File: src/verilog/cas_pkg.sv
// constants for the charger alert and status register block
package cas_pkg;
   // ----------------------------------------------------------------
   // register offsets
   // ----------------------------------------------------------------
   localparam logic [7:0] LIMIT_ALERT_OFS = 8'h36;
   localparam logic [7:0] STATE_ALERT_OFS = 8'h37;
   localparam logic [7:0] LOOP_ALERT_OFS = 8'h38;
   localparam logic [7:0] SYS_COND_OFS = 8'h39;
   // ----------------------------------------------------------------
   // reset values and implemented-bit masks
   // ----------------------------------------------------------------
   localparam logic [15:0] ALERT_RESET = 16'h0000;
   localparam logic [15:0] STATE_ALERT_MASK = 16'h07FF;
   localparam logic [15:0] LOOP_ALERT_MASK = 16'h000F;
   localparam logic [15:0] LIMIT_ALERT_MASK = 16'h0003;
   localparam logic [15:0] SYS_COND_MASK = 16'h2F70;
   localparam logic [15:0] VALID_CELL_CODES = 16'h1FFE;
   // ----------------------------------------------------------------
   // charger state bit positions
   // ----------------------------------------------------------------
   localparam int ST_EQUALIZE = 10;
   localparam int ST_ABSORB = 9;
   localparam int ST_SUSPENDED = 8;
   localparam int ST_PRECHARGE = 7;
   localparam int ST_CCCV = 6;
   localparam int ST_THERM_PAUSE = 5;
   localparam int ST_TIMER_TERM = 4;
   localparam int ST_CX_TERM = 3;
   localparam int ST_MAX_TIME_FLT = 2;
   localparam int ST_BAT_MISSING = 1;
   localparam int ST_BAT_SHORT = 0;
   // ----------------------------------------------------------------
   // loop, limit and system condition bit positions
   // ----------------------------------------------------------------
   localparam int LP_INPUT_UV = 3;
   localparam int LP_INPUT_ILIM = 2;
   localparam int LP_CHG_CURRENT = 1;
   localparam int LP_BAT_VOLTAGE = 0;
   localparam int LM_COLD = 1;
   localparam int LM_HOT = 0;
   localparam int SC_CHARGER_ACTIVE = 13;
   localparam int SC_MPPT_PIN = 11;
   localparam int SC_EQ_QUEUED = 10;
   localparam int SC_DRV_SUPPLY_OK = 9;
   localparam int SC_CELL_ERROR = 8;
   localparam int SC_CHARGE_PERMITTED = 6;
   localparam int SC_NO_TIMING_RES = 5;
   localparam int SC_THERMAL_SHDN = 4;
endpackage

File: src/verilog/cas_bank_if.sv
// link between the register front end and one alert latch bank
`timescale 1ns/100ps
interface cas_bank_if #(parameter int W = 16);
   logic [W-1:0] src;
   logic [W-1:0] en;
   logic wr;
   logic [W-1:0] wdata;
   logic [W-1:0] flags;
   modport ctrl (output src, output en, output wr, output wdata, input flags);
   modport bank (input src, input en, input wr, input wdata, output flags);
endinterface

File: src/verilog/cas_regs.sv
// charger alert latches, limit alerts and live condition word
`timescale 1ns/100ps
// Operation
// - state alerts set only when enabled
// - loop alerts set only when enabled
// - writing zero clears alert, one keeps
// - alerts stay set until cleared or disabled
// - bits 10,9,8: equalize, absorb, suspended entry
// - bits 7,6,5: precharge, cc/cv, thermistor pause
// - bits 4,3: timer, current threshold termination
// - bits 2,1,0: time, missing, short faults
// - loop bits 3,2: undervoltage, input limit
// - loop bits 1,0: current, voltage loops
// - limit bits: cold above, hot below threshold
// - condition word live, reads change nothing
// - bit 13 active, bit 11 tracking pin
// - bit 10 equalize pin rising edge queued
// - bit 9 driver supply above lockout
// - bit 8 invalid cell select combination
// - bit 6 all charge conditions met
// - bit 5 no resistor, bit 4 overtemperature
// - loop bits exclusive, only while charging
module cas_regs #(
   parameter logic [15:0] VALID_CELL_COUNT_SELECT_PINS = cas_pkg::VALID_CELL_CODES
) (
   input wire logic CLK_I,
   input wire logic RST_I,
   input wire logic CE_I,
   // register port behind the serial engine
   input wire logic [7:0] REG_ADDR_I,
   input wire logic REG_WR_I,
   input wire logic REG_RD_I,
   input wire logic [15:0] REG_WDATA_I,
   output logic [15:0] REG_RDATA_O,
   output logic REG_HIT_O,
   // charger state (one-hot) and raw loop activity
   input wire logic [15:0] CHARGER_STATE_I,
   input wire logic [15:0] LOOP_ACTIVITY_I,
   output logic [15:0] LOOP_STATUS_O,
   // enables held in other registers
   input wire logic [15:0] STATE_ALERT_EN_I,
   input wire logic [15:0] LOOP_ALERT_EN_I,
   input wire logic [1:0] LIMIT_ALERT_EN_I,
   // thermistor result and limits, two's complement
   input wire logic [15:0] THERM_RATIO_I,
   input wire logic [15:0] COLD_BATTERY_THRESHOLD_I,
   input wire logic [15:0] HOT_BATTERY_THRESHOLD_I,
   // live conditions
   input wire logic CHARGER_ACTIVE_I,
   input wire logic MPPT_PIN_I,
   input wire logic EQUALIZE_REQUEST_PIN_I,
   input wire logic DRV_SUPPLY_OK_I,
   input wire logic [3:0] CELL_COUNT_SELECT_PINS_I,
   input wire logic CHARGE_PERMITTED_I,
   input wire logic MISSING_TIMING_RESISTOR_I,
   input wire logic THERMAL_SHUTDOWN_I,
   output logic ALERT_PENDING_O
);
   // ----------------------------------------------------------------
   // helpers
   // ----------------------------------------------------------------
   // highest-priority bit only, so loop indications never overlap
   function automatic logic [15:0] top_bit(input logic [15:0] v);
      logic [15:0] r;
      r = '0;
      for (int i = 0; i < 16; i++) begin
         if (v[i]) begin
            r = '0;
            r[i] = 1'b1;
         end
      end
      return r;
   endfunction

   function automatic logic is_ofs(input logic [7:0] a, input logic [7:0] ofs);
      return a == ofs;
   endfunction

   cas_bank_if #(.W(16)) state_bus ();
   cas_bank_if #(.W(16)) loop_bus ();
   cas_bank_if #(.W(16)) limit_bus ();

   logic charging;
   logic [15:0] loop_q;
   logic [15:0] next_loop_q;
   logic [15:0] limit_src;
   logic [15:0] sys_word;
   logic [15:0] rd_value;
   logic rd_hit;
   logic [15:0] next_rdata;
   logic next_hit;

   // ----------------------------------------------------------------
   // loop status qualification
   // ----------------------------------------------------------------
   always_comb begin
      charging = CHARGER_STATE_I[cas_pkg::ST_EQUALIZE] |
                 CHARGER_STATE_I[cas_pkg::ST_ABSORB] |
                 CHARGER_STATE_I[cas_pkg::ST_PRECHARGE] |
                 CHARGER_STATE_I[cas_pkg::ST_CCCV];
      next_loop_q = charging ? top_bit(LOOP_ACTIVITY_I & cas_pkg::LOOP_ALERT_MASK) : '0;
   end

   always_ff @(posedge CLK_I or posedge RST_I) begin
      if (RST_I) begin
         loop_q <= cas_pkg::ALERT_RESET;
      end else if (CE_I) begin
         loop_q <= next_loop_q;
      end
   end

   assign LOOP_STATUS_O = loop_q;

   // ----------------------------------------------------------------
   // limit comparison
   // ----------------------------------------------------------------
   // hot battery pulls the ratio down, so hot trips below its limit
   always_comb begin
      limit_src = '0;
      limit_src[cas_pkg::LM_COLD] =
         $signed(THERM_RATIO_I) > $signed(COLD_BATTERY_THRESHOLD_I);
      limit_src[cas_pkg::LM_HOT] =
         $signed(THERM_RATIO_I) < $signed(HOT_BATTERY_THRESHOLD_I);
   end

   // ----------------------------------------------------------------
   // alert banks
   // ----------------------------------------------------------------
   // state entries feed the state bank bit for bit
   assign state_bus.src = CHARGER_STATE_I;
   assign state_bus.en = STATE_ALERT_EN_I;
   assign state_bus.wr = CE_I & REG_WR_I & is_ofs(REG_ADDR_I, cas_pkg::STATE_ALERT_OFS);
   assign state_bus.wdata = REG_WDATA_I;

   // loop activations come from the qualified loop word
   assign loop_bus.src = loop_q;
   assign loop_bus.en = LOOP_ALERT_EN_I;
   assign loop_bus.wr = CE_I & REG_WR_I & is_ofs(REG_ADDR_I, cas_pkg::LOOP_ALERT_OFS);
   assign loop_bus.wdata = REG_WDATA_I;

   assign limit_bus.src = limit_src;
   assign limit_bus.en = {14'h0000, LIMIT_ALERT_EN_I};
   assign limit_bus.wr = CE_I & REG_WR_I & is_ofs(REG_ADDR_I, cas_pkg::LIMIT_ALERT_OFS);
   assign limit_bus.wdata = REG_WDATA_I;

   cas_alert_bank #(.W(16), .MASK(cas_pkg::STATE_ALERT_MASK)) u_state_bank (
      .clk_i(CLK_I),
      .rst_i(RST_I),
      .ce_i(CE_I),
      .bus(state_bus)
   );

   cas_alert_bank #(.W(16), .MASK(cas_pkg::LOOP_ALERT_MASK)) u_loop_bank (
      .clk_i(CLK_I),
      .rst_i(RST_I),
      .ce_i(CE_I),
      .bus(loop_bus)
   );

   cas_alert_bank #(.W(16), .MASK(cas_pkg::LIMIT_ALERT_MASK)) u_limit_bank (
      .clk_i(CLK_I),
      .rst_i(RST_I),
      .ce_i(CE_I),
      .bus(limit_bus)
   );

   // ----------------------------------------------------------------
   // live condition word
   // ----------------------------------------------------------------
   cas_status #(.VALID_CELL_COUNT_SELECT_PINS(VALID_CELL_COUNT_SELECT_PINS)) u_status (
      .clk_i(CLK_I),
      .rst_i(RST_I),
      .ce_i(CE_I),
      .charger_active_i(CHARGER_ACTIVE_I),
      .mppt_pin_i(MPPT_PIN_I),
      .equalize_request_pin_i(EQUALIZE_REQUEST_PIN_I),
      .equalize_entered_i(CHARGER_STATE_I[cas_pkg::ST_EQUALIZE]),
      .drv_supply_ok_i(DRV_SUPPLY_OK_I),
      .cell_count_select_pins_i(CELL_COUNT_SELECT_PINS_I),
      .charge_permitted_i(CHARGE_PERMITTED_I),
      .missing_timing_resistor_i(MISSING_TIMING_RESISTOR_I),
      .thermal_shutdown_i(THERMAL_SHUTDOWN_I),
      .word_o(sys_word)
   );

   // ----------------------------------------------------------------
   // register read path
   // ----------------------------------------------------------------
   always_comb begin
      rd_hit = 1'b1;
      if (is_ofs(REG_ADDR_I, cas_pkg::LIMIT_ALERT_OFS)) begin
         rd_value = limit_bus.flags;
      end else if (is_ofs(REG_ADDR_I, cas_pkg::STATE_ALERT_OFS)) begin
         rd_value = state_bus.flags;
      end else if (is_ofs(REG_ADDR_I, cas_pkg::LOOP_ALERT_OFS)) begin
         rd_value = loop_bus.flags;
      end else if (is_ofs(REG_ADDR_I, cas_pkg::SYS_COND_OFS)) begin
         rd_value = sys_word & cas_pkg::SYS_COND_MASK;
      end else begin
         rd_value = '0;
         rd_hit = 1'b0;
      end
      next_rdata = REG_RDATA_O;
      next_hit = REG_HIT_O;
      if (REG_RD_I) begin
         next_rdata = rd_value;
         next_hit = rd_hit;
      end
   end

   always_ff @(posedge CLK_I or posedge RST_I) begin
      if (RST_I) begin
         REG_RDATA_O <= cas_pkg::ALERT_RESET;
         REG_HIT_O <= 1'b0;
      end else if (CE_I) begin
         REG_RDATA_O <= next_rdata;
         REG_HIT_O <= next_hit;
      end
   end

   // combined pending level for the alert pin logic outside
   assign ALERT_PENDING_O = |{state_bus.flags, loop_bus.flags, limit_bus.flags};

   // ----------------------------------------------------------------
   // checks
   // ----------------------------------------------------------------
   a_loop_exclusive: assert property (
      @(posedge CLK_I) disable iff (RST_I)
      $onehot0(loop_q))
      else $error("loop status bits overlap");
   a_loop_charging: assert property (
      @(posedge CLK_I) disable iff (RST_I)
      CE_I && !charging |=> loop_q == '0)
      else $error("loop status active outside charging");
   a_state_enable: assert property (
      @(posedge CLK_I) disable iff (RST_I)
      CE_I |=> (state_bus.flags & ~$past(STATE_ALERT_EN_I)) == '0)
      else $error("state alert set while disabled");
   a_loop_enable: assert property (
      @(posedge CLK_I) disable iff (RST_I)
      CE_I |=> (loop_bus.flags & ~$past(LOOP_ALERT_EN_I)) == '0)
      else $error("loop alert set while disabled");
   a_equalize_entry: assert property (
      @(posedge CLK_I) disable iff (RST_I)
      CE_I ##1 CE_I && $rose(CHARGER_STATE_I[cas_pkg::ST_EQUALIZE]) &&
      STATE_ALERT_EN_I[cas_pkg::ST_EQUALIZE] |=> state_bus.flags[cas_pkg::ST_EQUALIZE])
      else $error("equalize entry not latched");
   a_cold_limit: assert property (
      @(posedge CLK_I) disable iff (RST_I)
      CE_I ##1 CE_I && $rose(limit_src[cas_pkg::LM_COLD]) &&
      LIMIT_ALERT_EN_I[cas_pkg::LM_COLD] |=> limit_bus.flags[cas_pkg::LM_COLD])
      else $error("cold limit alert missing");
   a_status_follows: assert property (
      @(posedge CLK_I) disable iff (RST_I)
      CE_I |=> sys_word[cas_pkg::SC_CHARGER_ACTIVE] == $past(CHARGER_ACTIVE_I) &&
      sys_word[cas_pkg::SC_THERMAL_SHDN] == $past(THERMAL_SHUTDOWN_I))
      else $error("condition word not live");
   a_read_value: assert property (
      @(posedge CLK_I) disable iff (RST_I)
      CE_I && REG_RD_I && is_ofs(REG_ADDR_I, cas_pkg::STATE_ALERT_OFS) |=>
      REG_RDATA_O == $past(state_bus.flags))
      else $error("read data does not match alerts");
   a_unmapped_zero: assert property (
      @(posedge CLK_I) disable iff (RST_I)
      CE_I && REG_RD_I && !rd_hit |=> REG_RDATA_O == '0 && !REG_HIT_O)
      else $error("unmapped read not zero");
   a_hot_limit: assert property (
      @(posedge CLK_I) disable iff (RST_I)
      CE_I ##1 CE_I && $rose(limit_src[cas_pkg::LM_HOT]) &&
      LIMIT_ALERT_EN_I[cas_pkg::LM_HOT] |=> limit_bus.flags[cas_pkg::LM_HOT])
      else $error("hot limit alert missing");
   a_uv_loop_entry: assert property (
      @(posedge CLK_I) disable iff (RST_I)
      CE_I ##1 CE_I && $rose(loop_q[cas_pkg::LP_INPUT_UV]) &&
      LOOP_ALERT_EN_I[cas_pkg::LP_INPUT_UV] |=> loop_bus.flags[cas_pkg::LP_INPUT_UV])
      else $error("undervoltage loop alert missing");
   a_volt_loop_entry: assert property (
      @(posedge CLK_I) disable iff (RST_I)
      CE_I ##1 CE_I && $rose(loop_q[cas_pkg::LP_BAT_VOLTAGE]) &&
      LOOP_ALERT_EN_I[cas_pkg::LP_BAT_VOLTAGE] |=> loop_bus.flags[cas_pkg::LP_BAT_VOLTAGE])
      else $error("voltage loop alert missing");
   a_state_clear: assert property (
      @(posedge CLK_I) disable iff (RST_I)
      state_bus.wr && !REG_WDATA_I[cas_pkg::ST_BAT_SHORT] &&
      !CHARGER_STATE_I[cas_pkg::ST_BAT_SHORT] |=> !state_bus.flags[cas_pkg::ST_BAT_SHORT])
      else $error("zero write left state alert set");
   a_state_sticky: assert property (
      @(posedge CLK_I) disable iff (RST_I)
      CE_I && !state_bus.wr && state_bus.flags[cas_pkg::ST_SUSPENDED] &&
      STATE_ALERT_EN_I[cas_pkg::ST_SUSPENDED] |=> state_bus.flags[cas_pkg::ST_SUSPENDED])
      else $error("state alert dropped on its own");
   a_sys_read_mask: assert property (
      @(posedge CLK_I) disable iff (RST_I)
      CE_I && REG_RD_I && is_ofs(REG_ADDR_I, cas_pkg::SYS_COND_OFS) |=>
      REG_HIT_O && (REG_RDATA_O & ~cas_pkg::SYS_COND_MASK) == '0)
      else $error("undefined condition bit read as one");
endmodule

File: src/verilog/cas_alert_bank.sv
// sticky alert latch bank with entry detection and write-zero clear
`timescale 1ns/100ps
module cas_alert_bank #(
   parameter int W = 16,
   parameter logic [W-1:0] MASK = {W{1'b1}}
) (
   input wire logic clk_i,
   input wire logic rst_i,
   input wire logic ce_i,
   cas_bank_if.bank bus
);
   logic [W-1:0] src_q;
   logic [W-1:0] flags;
   logic [W-1:0] next_src_q;
   logic [W-1:0] next_flags;
   logic [W-1:0] entry;
   logic [W-1:0] clr;

   always_comb begin
      next_src_q = bus.src;
      entry = bus.src & ~src_q;
      clr = bus.wr ? ~bus.wdata : '0;
      // enable gates set; sticky until clear or disable
      next_flags = ((flags & ~clr) | entry) & bus.en & MASK;
   end

   always_ff @(posedge clk_i or posedge rst_i) begin
      if (rst_i) begin
         src_q <= '0;
         flags <= '0;
      end else if (ce_i) begin
         src_q <= next_src_q;
         flags <= next_flags;
      end
   end

   assign bus.flags = flags;

   a_entry_sets: assert property (
      @(posedge clk_i) disable iff (rst_i)
      ce_i && |(entry & bus.en & MASK) |=>
      ((flags & $past(entry & bus.en & MASK)) == $past(entry & bus.en & MASK)))
      else $error("entry event did not set its alert");
   a_sticky_hold: assert property (
      @(posedge clk_i) disable iff (rst_i)
      ce_i && !bus.wr |=> ((flags & $past(flags & bus.en)) == $past(flags & bus.en)))
      else $error("alert fell without clear or disable");
   a_zero_clears: assert property (
      @(posedge clk_i) disable iff (rst_i)
      ce_i && bus.wr |=>
      ((flags & $past(~bus.wdata & ~entry)) == '0))
      else $error("zero write did not clear alert");
   a_enable_gates: assert property (
      @(posedge clk_i) disable iff (rst_i)
      ce_i |=> ((flags & ~$past(bus.en)) == '0))
      else $error("alert set while disabled");
   a_unused_zero: assert property (
      @(posedge clk_i) disable iff (rst_i)
      (flags & ~MASK) == '0)
      else $error("undefined alert bit set");
endmodule

File: src/verilog/cas_status.sv
// live system condition word with equalize request capture
`timescale 1ns/100ps
module cas_status #(
   parameter logic [15:0] VALID_CELL_COUNT_SELECT_PINS = cas_pkg::VALID_CELL_CODES
) (
   input wire logic clk_i,
   input wire logic rst_i,
   input wire logic ce_i,
   input wire logic charger_active_i,
   input wire logic mppt_pin_i,
   input wire logic equalize_request_pin_i,
   input wire logic equalize_entered_i,
   input wire logic drv_supply_ok_i,
   input wire logic [3:0] cell_count_select_pins_i,
   input wire logic charge_permitted_i,
   input wire logic missing_timing_resistor_i,
   input wire logic thermal_shutdown_i,
   output logic [15:0] word_o
);
   logic eq_pin_q;
   logic eq_queued;
   logic next_eq_pin_q;
   logic next_eq_queued;
   logic [15:0] next_word;

   always_comb begin
      next_eq_pin_q = equalize_request_pin_i;
      next_eq_queued = eq_queued;
      if (equalize_entered_i) begin
         next_eq_queued = 1'b0;
      end
      // rising edge queues equalize, edge wins over start
      if (equalize_request_pin_i && !eq_pin_q) begin
         next_eq_queued = 1'b1;
      end
      next_word = '0;
      next_word[cas_pkg::SC_CHARGER_ACTIVE] = charger_active_i;
      next_word[cas_pkg::SC_MPPT_PIN] = mppt_pin_i;
      next_word[cas_pkg::SC_EQ_QUEUED] = next_eq_queued;
      next_word[cas_pkg::SC_DRV_SUPPLY_OK] = drv_supply_ok_i;
      next_word[cas_pkg::SC_CELL_ERROR] = ~VALID_CELL_COUNT_SELECT_PINS[cell_count_select_pins_i];
      next_word[cas_pkg::SC_CHARGE_PERMITTED] = charge_permitted_i;
      next_word[cas_pkg::SC_NO_TIMING_RES] = missing_timing_resistor_i;
      next_word[cas_pkg::SC_THERMAL_SHDN] = thermal_shutdown_i;
   end

   always_ff @(posedge clk_i or posedge rst_i) begin
      if (rst_i) begin
         eq_pin_q <= 1'b0;
         eq_queued <= 1'b0;
         word_o <= cas_pkg::ALERT_RESET;
      end else if (ce_i) begin
         eq_pin_q <= next_eq_pin_q;
         eq_queued <= next_eq_queued;
         word_o <= next_word;
      end
   end

   a_eq_edge_queues: assert property (
      @(posedge clk_i) disable iff (rst_i)
      ce_i && equalize_request_pin_i && !eq_pin_q |=> word_o[cas_pkg::SC_EQ_QUEUED])
      else $error("equalize edge not queued");
   a_cell_error: assert property (
      @(posedge clk_i) disable iff (rst_i)
      ce_i |=> (word_o[cas_pkg::SC_CELL_ERROR] ==
                !VALID_CELL_COUNT_SELECT_PINS[$past(cell_count_select_pins_i)]))
      else $error("cell error mismatch");
endmodule

File: config.mk
export PLATFORM = sky130hd
export DESIGN_NAME = cas_regs
export DESIGN_NICKNAME = d
export VERILOG_FILES = /design/src/verilog/cas_pkg.sv /design/src/verilog/cas_bank_if.sv /design/src/verilog/cas_regs.sv /design/src/verilog/cas_alert_bank.sv /design/src/verilog/cas_status.sv
export SDC_FILE = /design/constraint.sdc
export NUM_CORES = 1
export LEC_CHECK = 0
export BUFFER_PORTS_ARGS = -buffer_cell sky130_fd_sc_hd__buf_2
export CORE_MARGIN = 3
export CORE_UTILIZATION = 50
export CTS_BUF_LIST = sky130_fd_sc_hd__clkbuf_2
export DETAILED_ROUTE_END_ITERATION = 12
export PLACE_DENSITY = 0.87
export SLEW_MARGIN = 0
export SYNTH_ARGS = -nofsm -noshare
export SYNTH_HDL_FRONTEND = slang
export SYNTH_HIERARCHICAL = 1
export SYNTH_SLANG_ARGS = --single-unit
export TNS_END_PERCENT = 30
File: constraint.sdc
create_clock -name CLK_I -period 1.6 [get_ports CLK_I]
set_clock_uncertainty 0.1 [all_clocks]
set_input_delay 0.16 -clock CLK_I [delete_from_list [all_inputs] [get_ports CLK_I]]
set_output_delay 0.16 -clock CLK_I [all_outputs]
set_load 0.01 [all_outputs]
==> flow_summary.toml <==
[placement]
place.gp.congestion = 0.891
portBuffers = 136
dp_hpwl_mm = 9.40
pre_cts_ws_ps = -371
place_inst = 730
placed_area_sq_mm = 0.00546

[detailed_routing]
drt-vias-per-instance = 5.55
first_iter_violations = 246
drcViolationCount = 0
vias = 4521
ant_nets = 0
wl_per_cell_um = 17.3
drtPass1Iterations = 5
wl_mm = 14.1

[clocking]
cts_max_level = 3
tritoncts = "yes"
cts_inserted_buffers = 9
clk_latency_ps = 530
cts.sinks = 64
root_buffer = "clkbuf_2"
cts.path.max_buffers = 2
clk_pin_slew_worst_paths_ps = 210

[cells_and_area]
syn2layout_area_growth_pct = 41.5
n_antenna_cell = 0
regArea_sq_mm = 0.00160
drive_above_1_share = 0.354
layout.nets = 889
post-route-cell-area_sq_mm = 0.00633
final_cell_mix = "buf_2, dfrtp_1, dlygate4sd3_1, inv_1, conb_1"
layout.cells.non_filler = 814
mostFrequentLayoutCell = "buf_2"
fillCellCount = 513
multi_input_area_sq_mm = 0.00257

[die]
core_area_sq_mm = 0.00846
die_y_um = 101
start_util = 0.529
pin_count = 188
fp-row-count = 33
die_area_sq_mm = 0.0101
die_w_um = 101

[sta]
holdWs_ps = 23.6
setup_viol = 2
hold_violations = 0
clock.fmax_mhz = 457
period_share = 1.37
timing.final.ws_setup_ps = -587
grt_setup_unrepaired = "yes"
slew_violations = 0
min_period_ps = 2190

[outcome]
violations = "negative setup slack"
outcome = "finished with violations"

[global_route]
grt_use_total = 0.280
grt_pass1_vias = 4778
grt_max_degree = 48
gr-total-overflow = 0
grt_pass1_wl_mm = 22.3
grt_antenna_before_repair = 0

[worst_setup_path]
criticalPathCategory = "reg2out"
critPathLaunch = "u_loop_bank/bus.flags[0]"
rr_worst_depth = 4
r2r_setup_slack_ps = 30
r2r_end = "u_state_bank/bus.flags[9]"
r2r-start = "u_state_bank/bus.flags[9]"
start_kind = "register"
critPathMaxFanout = 2
required_ps = 1340
cp_data_arrival_time_ps = 1930
crit_path_end_kind = "output port"

[yosys]
mappedNetlistArea_sq_mm = 0.00448
synth.avg_cell_area_sq_um = 9.52
syn_inst = 470
yosys_warnings = 6

[worst_hold_path]
hold_end = "REG_HIT_O"
hold_path_depth = 4
hold_class = "in2reg"
holdCritStartpoint = "REG_RD_I"

[pwr]
ir_drop_uv = 341
p_per_area_mw_per_mm2 = 656
total_power_mw = 4.16
power_leakage_nw = 3.21

[run]
cap_violations = 0
==> registers in the layout, summed over array words and instances (netlist names) <==
signal                  cells
REG_HIT_O                   1
u_loop_bank/src_q           4
u_limit_bank/src_q          2
REG_RDATA_O                16
u_status/eq_pin_q           1
u_loop_bank/bus.flags       4
u_status/word_o             8
u_state_bank/bus.flags     11
LOOP_STATUS_O               4
u_limit_bank/bus.flags      2
u_state_bank/src_q         11
==> area by class of cell <==
cell class	count	area share
Inverter	59	0.0377
Timing Repair Buffer	244	0.269
Tap cell	105	0.0207
Clock buffer	9	0.00711
Sequential cell	64	0.253
Clock inverter	7	0.00751
Multi-Input combinational cell	326	0.405
==> power breakdown <==
group	total, mW	switching, mW	internal, mW
clock network	0.874	0.670	0.204
logic	1.37	0.651	0.720
registers	1.91	0.126	1.79
total	4.16	1.45	2.71
==> through the flow <==
stage | setup TNS [ps] | util
after floorplan | -186 | -
after global placement | -1210 | 0.645
after detailed placement | -1600 | 0.645
after CTS | -582 | 0.741
after global routing | -752 | 0.748
final | -591 | 0.748
==> critical path, cell delays in order (launching register included) <==
cell	delay, ps
dfrtp_1	440
nor4_2	290
nand4_1	130
or3_4	410
buf_6	130
==> what timing repair did <==
item,in CTS,in global routing
hold buffers,66,2
endpoints found under the setup margin,1,14
resized for setup,8,15
cloned,0,1
pin swaps,7,7
hold endpoints to repair,105,2
setup buffers,1,0
==> per-layer routing <==
layer	GRT usage	vias up	part of all wire
met1	0.325	2108	0.39
li1	-	2086	-
met4	0.119	0	0.034
met2	0.485	263	0.51
met3	0.0720	64	0.074
met5	0	-	0
==> worst max path at each step <==
stage | depth (start not counted) | slack [ps] | end
4_1_cts | 4 | -580 | ALERT_PENDING_O
5_1_grt | 4 | -670 | ALERT_PENDING_O
3_5_place_dp | 9 | -370 | u_limit_bank/src_q[1]
2_1_floorplan | 8 | -80 | u_limit_bank/src_q[1]
6_report | 4 | -590 | ALERT_PENDING_O
3_3_place_gp | 9 | -340 | u_limit_bank/src_q[1]
Note: power is estimated with default switching activity, not from simulation.
